$ cat src/verilog/bp_cfg.svh
// constants for the bldc pwm block: offsets, fields, resets and timing
`ifndef BP_CFG_SVH
`define BP_CFG_SVH

// =====================================
// clock and timing
`define BP_CLK_HZ        200000000
`define BP_PWM_HZ        20000
`define BP_PERIOD_RST    (`BP_CLK_HZ / `BP_PWM_HZ)
`define BP_STEP_RST      24'h0007D0
`define BP_FILT0_NS      150
`define BP_FILT1_NS      450
`define BP_FILT2_NS      900
`define BP_FILT3_NS      1800
`define BP_CLK_PER_NS    5
`define BP_FILT0_CYC     (`BP_FILT0_NS / `BP_CLK_PER_NS)
`define BP_FILT1_CYC     (`BP_FILT1_NS / `BP_CLK_PER_NS)
`define BP_FILT2_CYC     (`BP_FILT2_NS / `BP_CLK_PER_NS)
`define BP_FILT3_CYC     (`BP_FILT3_NS / `BP_CLK_PER_NS)

// =====================================
// register word indices
`define BP_CTRL_IDX      5'h00
`define BP_PERIOD_IDX    5'h01
`define BP_DUTY_IDX      5'h02
`define BP_STEP_IDX      5'h03
`define BP_STAT_IDX      5'h04
`define BP_IEN_IDX       5'h05
`define BP_ICLR_IDX      5'h06
`define BP_IVEC_IDX      5'h07
`define BP_STATE_IDX     5'h08
`define BP_DCOMP_IDX     5'h09
`define BP_VAVG_IDX      5'h0A
`define BP_SAMP_BASE     5'h10

// =====================================
// control fields
`define BP_RUN_BIT       0
`define BP_CPON_BIT      1
`define BP_CFEN_BIT      2
`define BP_FSEL_LSB      3
`define BP_RSEL_LSB      5
`define BP_FEN_BIT       7
`define BP_XCEN_BIT      8
`define BP_ICEN_BIT      9
`define BP_CTRL_W        10
`define BP_CTRL_RST      10'h000

// =====================================
// event bits and channels
`define BP_EV_FAULT      0
`define BP_EV_XCLR       1
`define BP_EV_ICLR       2
`define BP_VBUS_CH       4'h0
`define BP_SENSE_CH      4'hE
`define BP_AVG_SHIFT     6

// reference codes for 1.5 V, 2.0 V, 2.5 V on a 3.3 V full scale
`define BP_REF_15        10'h1D1
`define BP_REF_20        10'h26C
`define BP_REF_25        10'h307

`endif

$ cat src/verilog/bp_pkg.sv
// types shared by the bldc pwm block
package bp_pkg;

	// six commutation steps, gray coded from BP_S0 to BP_S5
	typedef enum logic [2:0] {
		BP_S0 = 3'b000,
		BP_S1 = 3'b001,
		BP_S2 = 3'b011,
		BP_S3 = 3'b010,
		BP_S4 = 3'b110,
		BP_S5 = 3'b111
	} bp_step_t;

	// interrupt vector codes
	typedef enum logic [3:0] {
		BP_IV_NONE  = 4'h0,
		BP_IV_FAULT = 4'h2,
		BP_IV_XCLR  = 4'h4,
		BP_IV_ICLR  = 4'h6
	} bp_ivec_t;

endpackage

$ cat src/verilog/bp_filter.sv
// selectable-delay glitch filter for the comparator output
`timescale 1ns/10ps
`default_nettype none
module bp_filter
	import bp_pkg::*;
(
	input  wire logic       clock,     // system clock
	input  wire logic       rst,       // async reset
	input  wire logic       din,       // raw comparator level
	input  wire logic       en,        // filter on
	input  wire logic [1:0] sel,       // delay step
	output logic            dout       // filtered level
);
`include "bp_cfg.svh"

	logic [8:0] cnt_r;
	logic       dout_r;
	logic [8:0] lim;
	logic       differs;

	assign lim = (sel == 2'h0) ? 9'(`BP_FILT0_CYC) :
	             (sel == 2'h1) ? 9'(`BP_FILT1_CYC) :
	             (sel == 2'h2) ? 9'(`BP_FILT2_CYC) : 9'(`BP_FILT3_CYC);
	assign differs = din != dout_r;
	assign dout = dout_r;

	// with en high, output follows only after the input stands for the chosen delay
	always_ff @(posedge clock or posedge rst) begin
		if (rst) begin
			cnt_r  <= 9'h000;
			dout_r <= 1'b0;
		end else if (!en) begin
			cnt_r  <= 9'h000;
			dout_r <= din;  // see RL9
		end else if (!differs) begin
			cnt_r  <= 9'h000;
		end else if (cnt_r >= lim - 9'h001) begin
			cnt_r  <= 9'h000;
			dout_r <= din;  // see RL9
		end else begin
			cnt_r  <= cnt_r + 9'h001;
		end
	end

endmodule
`default_nettype wire

$ cat src/verilog/bp_top.sv
// bldc six-step pwm generator with bus ripple compensation and current limit
// Functional notes
// RL1: only upper switches get the high-frequency pwm from the inverter timer.
// RL2: lower switches are plain outputs toggling only at electrical rate.
// RL3: each lower switch stays on 120 degrees while paired upper switch is modulated.
// RL4: bus, windings, sense, pot and temperature come as 10-bit converter samples.
// RL5: applied duty is reference duty times average over instantaneous bus voltage.
// RL6: compensated duty clamps to the period; zero bus sample avoids the divide.
// RL7: comparator output high while sense input exceeds the reference.
// RL8: power-on bit enables comparator; off means output stays low.
// RL9: filter-enable bit routes output through a four-step delay filter; here only the fault input is filtered, not comparator_output.
// RL10: reference select picks one of three thresholds: 1.5, 2.0, 2.5 V.
// RL11: current sense enters non-inverting input through input channel fourteen.
// RL12: inverting input comes from the internal reference generator only.
// RL13: comparator drives event fault input one; high raises fault, blocks pwm.
// RL14: pwm resumes as soon as the fault input falls; no software needed.
// RL15: each event input has enable, interrupt enable and sticky flag.
// RL16: an interrupt vector names the event that caused the interrupt.
// RL17: internal and external clear signals, each enabled, restart the timer.
// RL18: event signals feed the compare outputs so faults change the pwm.
`timescale 1ns/10ps
`default_nettype none
module bp_top
	import bp_pkg::*;
(
	input  wire logic        clock,                     // 200 MHz system clock
	input  wire logic        rst,                       // async reset, high
	input  wire logic [4:0]  avs_address,               // word address
	input  wire logic        avs_read,                  // read request
	input  wire logic        avs_write,                 // write request
	input  wire logic [31:0] avs_writedata,             // write data
	output logic [31:0]      avs_readdata,              // read data
	output logic             avs_waitrequest,           // stall
	input  wire logic        adc_valid,                 // converter sample strobe
	input  wire logic [3:0]  adc_channel,               // converter channel
	input  wire logic [9:0]  adc_data,                  // 10-bit sample
	input  wire logic [9:0]  comparator_input_fourteen, // sense level at the pin
	input  wire logic        ext_clear_in,              // external clear pin
	output logic [2:0]       upper_gate,                // high-side pwm u,v,w
	output logic [2:0]       lower_gate,                // low-side gpio u,v,w
	output logic             comparator_output,         // comparator result
	output logic             irq                        // level interrupt
);
`include "bp_cfg.svh"

	// =====================================
	// decode functions
	function automatic logic [2:0] hi_of(input bp_step_t s);
		case (s)
			BP_S0, BP_S1: hi_of = 3'b001;
			BP_S2, BP_S3: hi_of = 3'b010;
			BP_S4, BP_S5: hi_of = 3'b100;
			default:      hi_of = 3'b000;
		endcase
	endfunction

	function automatic logic [2:0] lo_of(input bp_step_t s);
		case (s)
			BP_S5, BP_S0: lo_of = 3'b010;
			BP_S1, BP_S2: lo_of = 3'b100;
			BP_S3, BP_S4: lo_of = 3'b001;
			default:      lo_of = 3'b000;
		endcase
	endfunction

	// =====================================
	// registers
	logic [`BP_CTRL_W-1:0] ctrl_r;
	logic [15:0]           period_r;
	logic [15:0]           duty_r;
	logic [23:0]           steplen_r;
	logic [2:0]            flag_r;
	logic [2:0]            flag_nxt;
	logic [2:0]            ien_r;
	logic [9:0]            samp_r [0:15];
	logic                  ack_r;
	logic [31:0]           rdata_r;
	logic [9:0]            sense_m_r;
	logic [9:0]            sense_r;
	logic                  xclr_m_r;
	logic                  xclr_r;
	logic                  xclr_d_r;
	logic                  comp_r;
	logic                  fault_d_r;
	logic [15:0]           acc_r;
	logic [15:0]           dcomp_r;
	logic [15:0]           dsh_r;
	logic [15:0]           cnt_r;
	logic [23:0]           scnt_r;
	bp_step_t              step_r;
	bp_step_t              step_nxt;
	logic [2:0]            upper_r;
	logic [2:0]            lower_r;
	logic                  irq_r;

	// =====================================
	// bus decode
	wire        req      = avs_read | avs_write;
	wire        wr_ok    = avs_write & ack_r;
	wire        rd_cap   = avs_read & ~ack_r;
	wire        wr_ctrl  = wr_ok & (avs_address == `BP_CTRL_IDX);
	wire        wr_per   = wr_ok & (avs_address == `BP_PERIOD_IDX);
	wire        wr_duty  = wr_ok & (avs_address == `BP_DUTY_IDX);
	wire        wr_step  = wr_ok & (avs_address == `BP_STEP_IDX);
	wire        wr_ien   = wr_ok & (avs_address == `BP_IEN_IDX);
	wire        wr_iclr  = wr_ok & (avs_address == `BP_ICLR_IDX);

	assign avs_waitrequest = req & ~ack_r;
	assign avs_readdata    = rdata_r;

	// =====================================
	// control fields
	wire       run     = ctrl_r[`BP_RUN_BIT];
	wire       cmp_on  = ctrl_r[`BP_CPON_BIT];
	wire       filt_en = ctrl_r[`BP_CFEN_BIT];
	wire [1:0] filt_sl = ctrl_r[`BP_FSEL_LSB+1:`BP_FSEL_LSB];
	wire [1:0] ref_sl  = ctrl_r[`BP_RSEL_LSB+1:`BP_RSEL_LSB];
	wire       fev_en  = ctrl_r[`BP_FEN_BIT];
	wire       xc_en   = ctrl_r[`BP_XCEN_BIT];
	wire       ic_en   = ctrl_r[`BP_ICEN_BIT];

	// =====================================
	// comparator and event inputs
	wire [9:0] ref_code = (ref_sl == 2'h0) ? `BP_REF_15 :  // see RL10
	                      (ref_sl == 2'h1) ? `BP_REF_20 : `BP_REF_25;  // see RL12
	wire       cmp_raw  = cmp_on & (sense_r > ref_code);  // see RL7, see RL8, see RL11
	wire       fault_in;
	wire       fault_act = fev_en & fault_in;             // see RL13
	wire       fault_rise = fault_act & ~fault_d_r;
	wire       xclr_rise = xc_en & xclr_r & ~xclr_d_r;    // see RL17
	wire       step_tick;
	wire       iclr_evt  = ic_en & step_tick;             // see RL17
	wire       tmr_clear = xclr_rise | iclr_evt;

	bp_filter bp_filter_i (
		.clock (clock),
		.rst   (rst),
		.din   (comp_r),
		.en    (filt_en),
		.sel   (filt_sl),
		.dout  (fault_in)
	);

	assign comparator_output = comp_r;

	// =====================================
	// interrupt flags and vector
	wire [2:0] ev_set = {iclr_evt, xclr_rise, fault_rise};  // see RL15
	wire [2:0] ev_clr = wr_iclr ? avs_writedata[2:0] : 3'h0;
	wire [2:0] pend   = flag_r & ien_r;
	bp_ivec_t  ivec;

	assign flag_nxt = (flag_r & ~ev_clr) | ev_set;  // set wins over clear
	assign ivec = pend[`BP_EV_FAULT] ? BP_IV_FAULT :  // see RL16
	              pend[`BP_EV_XCLR]  ? BP_IV_XCLR  :
	              pend[`BP_EV_ICLR]  ? BP_IV_ICLR  : BP_IV_NONE;
	assign irq = irq_r;

	// =====================================
	// ripple compensation
	wire [9:0]  vbus_now = samp_r[`BP_VBUS_CH];
	wire [9:0]  vbus_avg = acc_r[15:`BP_AVG_SHIFT];
	wire [25:0] d_prod   = duty_r * vbus_avg;
	wire [25:0] d_quot   = (vbus_now == 10'h000) ? {10'h000, duty_r} :  // see RL6
	                       d_prod / {16'h0000, vbus_now};                // see RL5
	wire [15:0] d_clamp  = (d_quot > {10'h000, period_r}) ? period_r : d_quot[15:0];  // see RL6
	wire [15:0] acc_nxt  = acc_r - (acc_r >> `BP_AVG_SHIFT) + {6'h00, adc_data};

	// =====================================
	// pwm timer and commutation
	wire        wrap     = cnt_r >= period_r - 16'h0001;
	wire        pwm_raw  = cnt_r < dsh_r;
	wire [2:0]  hi_sel   = hi_of(step_r);
	wire [2:0]  lo_sel   = lo_of(step_r);
	wire [2:0]  up_nxt;

	assign step_tick = run & (scnt_r >= steplen_r - 24'h000001);

	always_comb begin
		case (step_r)
			BP_S0:   step_nxt = BP_S1;
			BP_S1:   step_nxt = BP_S2;
			BP_S2:   step_nxt = BP_S3;
			BP_S3:   step_nxt = BP_S4;
			BP_S4:   step_nxt = BP_S5;
			BP_S5:   step_nxt = BP_S0;
			default: step_nxt = BP_S0;
		endcase
	end

	// per-phase compare output, forced low by the fault feedback
	genvar g;
	generate
		for (g = 0; g < 3; g++) begin : g_ph
			assign up_nxt[g] = run & hi_sel[g] & pwm_raw & ~fault_act;  // see RL1, see RL14, see RL18
		end
	endgenerate

	assign upper_gate = upper_r;
	assign lower_gate = lower_r;

	// =====================================
	// read mux
	logic [31:0] rd_mux;
	always_comb begin
		rd_mux = 32'h0000_0000;
		if (avs_address == `BP_CTRL_IDX) begin
			rd_mux = {22'h000000, ctrl_r};
		end else if (avs_address == `BP_PERIOD_IDX) begin
			rd_mux = {16'h0000, period_r};
		end else if (avs_address == `BP_DUTY_IDX) begin
			rd_mux = {16'h0000, duty_r};
		end else if (avs_address == `BP_STEP_IDX) begin
			rd_mux = {8'h00, steplen_r};
		end else if (avs_address == `BP_STAT_IDX) begin
			rd_mux = {29'h00000000, flag_r};
		end else if (avs_address == `BP_IEN_IDX) begin
			rd_mux = {29'h00000000, ien_r};
		end else if (avs_address == `BP_IVEC_IDX) begin
			rd_mux = {28'h0000000, ivec};
		end else if (avs_address == `BP_STATE_IDX) begin
			rd_mux = {20'h00000, upper_r, lower_r, step_r, fault_act, fault_in, comp_r};
		end else if (avs_address == `BP_DCOMP_IDX) begin
			rd_mux = {16'h0000, dcomp_r};
		end else if (avs_address == `BP_VAVG_IDX) begin
			rd_mux = {22'h000000, vbus_avg};
		end else if (avs_address >= `BP_SAMP_BASE) begin
			rd_mux = {22'h000000, samp_r[avs_address[3:0]]};
		end
	end

	// =====================================
	// bus handshake
	always_ff @(posedge clock or posedge rst) begin
		if (rst) begin
			ack_r   <= 1'b0;
			rdata_r <= 32'h0000_0000;
		end else begin
			ack_r <= req & ~ack_r;
			if (rd_cap) begin
				rdata_r <= rd_mux;
			end
		end
	end

	// =====================================
	// software registers
	always_ff @(posedge clock or posedge rst) begin
		if (rst) begin
			ctrl_r    <= `BP_CTRL_RST;
			period_r  <= 16'(`BP_PERIOD_RST);
			duty_r    <= 16'h0000;
			steplen_r <= `BP_STEP_RST;
			ien_r     <= 3'h0;
		end else begin
			if (wr_ctrl) begin
				ctrl_r <= avs_writedata[`BP_CTRL_W-1:0];
			end
			if (wr_per) begin
				period_r <= avs_writedata[15:0];
			end
			if (wr_duty) begin
				duty_r <= avs_writedata[15:0];
			end
			if (wr_step) begin
				steplen_r <= avs_writedata[23:0];
			end
			if (wr_ien) begin
				ien_r <= avs_writedata[2:0];
			end
		end
	end

	// =====================================
	// events and interrupt
	always_ff @(posedge clock or posedge rst) begin
		if (rst) begin
			flag_r    <= 3'h0;
			irq_r     <= 1'b0;
			fault_d_r <= 1'b0;
			xclr_d_r  <= 1'b0;
		end else begin
			flag_r    <= flag_nxt;
			irq_r     <= |(flag_nxt & ien_r);
			fault_d_r <= fault_act;
			xclr_d_r  <= xclr_r;
		end
	end

	// =====================================
	// pin synchronisers and comparator
	always_ff @(posedge clock or posedge rst) begin
		if (rst) begin
			sense_m_r <= 10'h000;
			sense_r   <= 10'h000;
			xclr_m_r  <= 1'b0;
			xclr_r    <= 1'b0;
			comp_r    <= 1'b0;
		end else begin
			sense_m_r <= comparator_input_fourteen;
			sense_r   <= sense_m_r;
			xclr_m_r  <= ext_clear_in;
			xclr_r    <= xclr_m_r;
			comp_r    <= cmp_raw;
		end
	end

	// =====================================
	// converter samples and bus average
	always_ff @(posedge clock or posedge rst) begin
		if (rst) begin
			acc_r <= 16'h0000;
		end else if (adc_valid && adc_channel == `BP_VBUS_CH) begin
			acc_r <= acc_nxt;
		end
	end

	always_ff @(posedge clock) begin
		if (adc_valid) begin
			samp_r[adc_channel] <= adc_data;  // see RL4
		end
	end

	// =====================================
	// duty, timer and commutation
	always_ff @(posedge clock or posedge rst) begin
		if (rst) begin
			dcomp_r <= 16'h0000;
			dsh_r   <= 16'h0000;
			cnt_r   <= 16'h0000;
		end else begin
			dcomp_r <= d_clamp;
			if (tmr_clear || wrap) begin
				cnt_r <= 16'h0000;
				dsh_r <= dcomp_r;
			end else begin
				cnt_r <= cnt_r + 16'h0001;
			end
		end
	end

	always_ff @(posedge clock or posedge rst) begin
		if (rst) begin
			scnt_r <= 24'h000000;
			step_r <= BP_S0;
		end else if (!run) begin
			scnt_r <= 24'h000000;
			step_r <= BP_S0;
		end else if (step_tick) begin
			scnt_r <= 24'h000000;
			step_r <= step_nxt;  // see RL3
		end else begin
			scnt_r <= scnt_r + 24'h000001;
		end
	end

	always_ff @(posedge clock or posedge rst) begin
		if (rst) begin
			upper_r <= 3'h0;
			lower_r <= 3'h0;
		end else begin
			upper_r <= up_nxt;
			lower_r <= run ? lo_sel : 3'h0;  // see RL2, see RL3
		end
	end

endmodule
`default_nettype wire

$ cat config.mk
export PLATFORM = sky130hd
export DESIGN_NAME = bp_top
export DESIGN_NICKNAME = d
export VERILOG_FILES = /design/src/verilog/bp_pkg.sv /design/src/verilog/bp_filter.sv /design/src/verilog/bp_top.sv
export VERILOG_INCLUDE_DIRS = /design/src /design/src/verilog
export SDC_FILE = /design/constraint.sdc
export NUM_CORES = 2
export LEC_CHECK = 0
export BUFFER_PORTS_ARGS = -buffer_cell sky130_fd_sc_hd__buf_4
export CAP_MARGIN = 40
export CORE_ASPECT_RATIO = 0.8
export CORE_MARGIN = 2
export CORE_UTILIZATION = 50
export CTS_BUF_LIST = sky130_fd_sc_hd__clkbuf_4 sky130_fd_sc_hd__clkbuf_8
export CTS_CLUSTER_DIAMETER = 40
export DETAILED_ROUTE_END_ITERATION = 12
export GPL_ROUTABILITY_DRIVEN = 0
export PLACE_DENSITY = 0.66
export SYNTH_ARGS = -nofsm -noshare
export SYNTH_HDL_FRONTEND = slang
export SYNTH_HIERARCHICAL = 1
export SYNTH_SLANG_ARGS = --single-unit
$ cat constraint.sdc
create_clock -name clock -period 100.3 [get_ports clock]
set_input_delay 5.015 -clock clock [delete_from_list [all_inputs] [get_ports clock]]
set_output_delay 5.015 -clock clock [all_outputs]
set_load 0.05 [all_outputs]
==> results.md <==
- Unrepaired setup endpoints after global routing: false
- R2r endpoint: dcomp_r[0]
- Vias/cell: 5.95
- Fin. Hold Viols: 0
- Core Rows: 90
- Post-synth EDFFs: 160
- Most used DFF post-synth: dfrtp_1
- WP depth: 356
- Layout Cells excl Fill: 5225
- Max clock buf depth: 3
- Max Cap Viol: 0
- First drt pass iteration count: 7
- Diodes inserted: 0
- Post-synthesis cell area: 37900 sq um
- Ys Warns: 6
- Setup TNS: 0 ns
- Reg2reg start: acc_r[7]
- CTS resizes: 0
- Delay-heaviest family, CP: compound AO/OA/AOI/OAI gates
- Port bufs: 91
- Status: complete, no violations
- DR vias: 31.1k
- Max-slew headroom: 0.380
- Worst hold-check path type: flip-flop to flip-flop
- Post-CTS setup buffer count: 0
- Slew Limit Fails: 0
- Worst hold stages: 0
- Sinks on Clock Net: 390
- Routed length per instance: 18.8 um
- Fin Clk Skew: 0.0205 ns
- All-Layer GR Usage: 0.249
- Global-route wire length before repair: 159000 um
- DRC: 0
- Post-route antenna net violation count: 0
- Endpoint, Worst Hold: sense_r[2]
- HPWL after detailed placement: 76700 um
- Grt total ovfl: 0
- Core area: 75200 sq um
- R2R Setup Slk: 18.71 ns
- Post-CTS Hold Buffers: 0
- Total CTS buffers: 53
- Largest net degree at the start of global routing: 78
- Sequential area share after synthesis: 0.279
- Post-route clock period utilization: 0.813
- Chip Height: 250 um
- Synth Instances: 4104
- Skew-Pair Late Insertion Delay: 0.63 ns
- Layout cell share with drive strength beyond 1: 0.124
- Starting DRT DRC Count: 2438
- CP startpoint kind: flip-flop
- Cell taking the most area after synthesis: dfrtp_1
- Worst EP arrival: 82.12 ns
- Synth area leaders: dfrtp_1, ha_1, edfxtp_1
- Final setup viols: 0
- Most frequent cells in the layout: ha_1, nand2_1, nor2_1, inv_1, dfrtp_1
- Worst path buffer plus inverter count: 15
- Fmax: 0.0123 GHz
- Max incr delay on CP: 0.93 ns
- Actual slew at the worst max-slew pin: 0.931 ns
- WS Path Type: flip-flop to flip-flop
- Starting Density: 0.503
- Area growth, synth to finish: 8.41%
- Post-synth top area share: 0.145
- Required @ worst endpoint: 100.84 ns
- Die area: 78000 sq um
- Worst Path Max Fanout: 31
- Min Tclk post-route: 81.59 ns
- Clock root cell: clkbuf_8
- Antenna violations before repair: 2
- Ys async rst share: 0.590
- Ports: 108
- Avg Inst Size Synth: 9.23 sq um
- Hold_sp: sense_m_r[2]
- Worst path slowest cell: dfrtp_1
- Clock slew seen by the registers of the worst setup and hold paths: 0.07 ns
- H-tree depth: 2
- Fin nets: 4752
- Number of synthesized register bits: 390
- Crit. End Element: flip-flop
- Reg2reg path depth: 356
- Number of global-route vias before repair: 29.5k
- Most common cell after layout, fill and taps aside: ha_1
- # placed instances: 5126
- Most common cell on crit path: o21a_1
- Die width: 312 um
- CTS tree: done
- Final wirelength: 98200 um
- Distinct cells, synth: 130
[metal layers]
layer | share of wire | GRT usage | wire length (um)
met4 | 0.017 | 0.0479 | 1690
met1 | 0.49 | 0.383 | 48600
met3 | 0.065 | 0.0398 | 6380
met2 | 0.42 | 0.370 | 41600
met5 | 0 | 0 | 0
[layout make-up]
class,instances,area [sq um]
clock buffer,85,1030
clock inverter,13,75.1
fill,6859,34200
inverter,262,991
multi-input combinational,3316,25800
sequential,390,10600
tap,1012,1270
timing repair buffer,147,1360
[how the worst max path moves through the flow]
stage	to	slack [ns]	from
after global routing	dcomp_r[0]	11.78	acc_r[14]
final	dcomp_r[0]	18.71	acc_r[7]
after detailed placement	dcomp_r[0]	19.78	acc_r[7]
after floorplan	dcomp_r[0]	29.09	acc_r[9]
after CTS	dcomp_r[0]	19.54	acc_r[14]
after global placement	dcomp_r[1]	19.64	acc_r[9]
[worst register-to-register path: cells and delay by family, from the launching register on]
family	cells	cell delay [ns]
AOI/OAI and AO/OA	206	44.05
xor gates and xnor gates	1	0.17
adders and majority gates	33	11.24
buffers and inverters	15	1.87
DFF	1	0.93
muxes	5	1.24
and+or+nand+nor	96	22.03
[stage by stage]
stage	worst slack [ns]	hold WS [ns]	utilization	instance area, sq um
6_report	18.71	0.349	0.546	41100
4_1_cts	19.54	0.350	0.546	41000
2_1_floorplan	29.09	0.331	-	37900
5_1_grt	11.78	0.358	0.546	41100
3_5_place_dp	19.78	0.335	0.531	39900
3_3_place_gp	19.64	0.333	0.524	39500
[cells by family (layout without fill, tap and decap cells)]
| group | Yosys count | after routing | synth area share |
|---|---|---|---|
| AOI/OAI and AO/OA | 990 | 990 | 0.183 |
| xor gates and xnor gates | 193 | 193 | 0.0456 |
| adders and majority gates | 516 | 516 | 0.194 |
| buffers and inverters | 405 | 507 | 0.0423 |
| DFF | 390 | 390 | 0.279 |
| muxes | 174 | 174 | 0.0661 |
| other | 1 | 8 | 0.0000990 |
| and+or+nand+nor | 1435 | 1435 | 0.190 |
[synth_stat cells, types with 120 or more instances]
master / n
ha_1: 395
nand2_1: 379
nor2_1: 325
inv_1: 262
dfrtp_1: 219
a21oi_1: 189
nor3_1: 189
o21ai_0: 187
edfxtp_1: 160
o21a_1: 154
fa_1: 120
xnor2_1: 120
[registers in the layout, summed over array words and instances, names as in the netlist, 16 cells and up]
name and cells:
dsh_r 16, steplen_r 24, period_r 16, cnt_r 16, scnt_r 24, acc_r 16, samp_r 160, avs_readdata 24
dcomp_r 16, duty_r 16
Power is not shown: default switching activity piles up to over one toggle a cycle in this logic, so the estimate is an artifact.
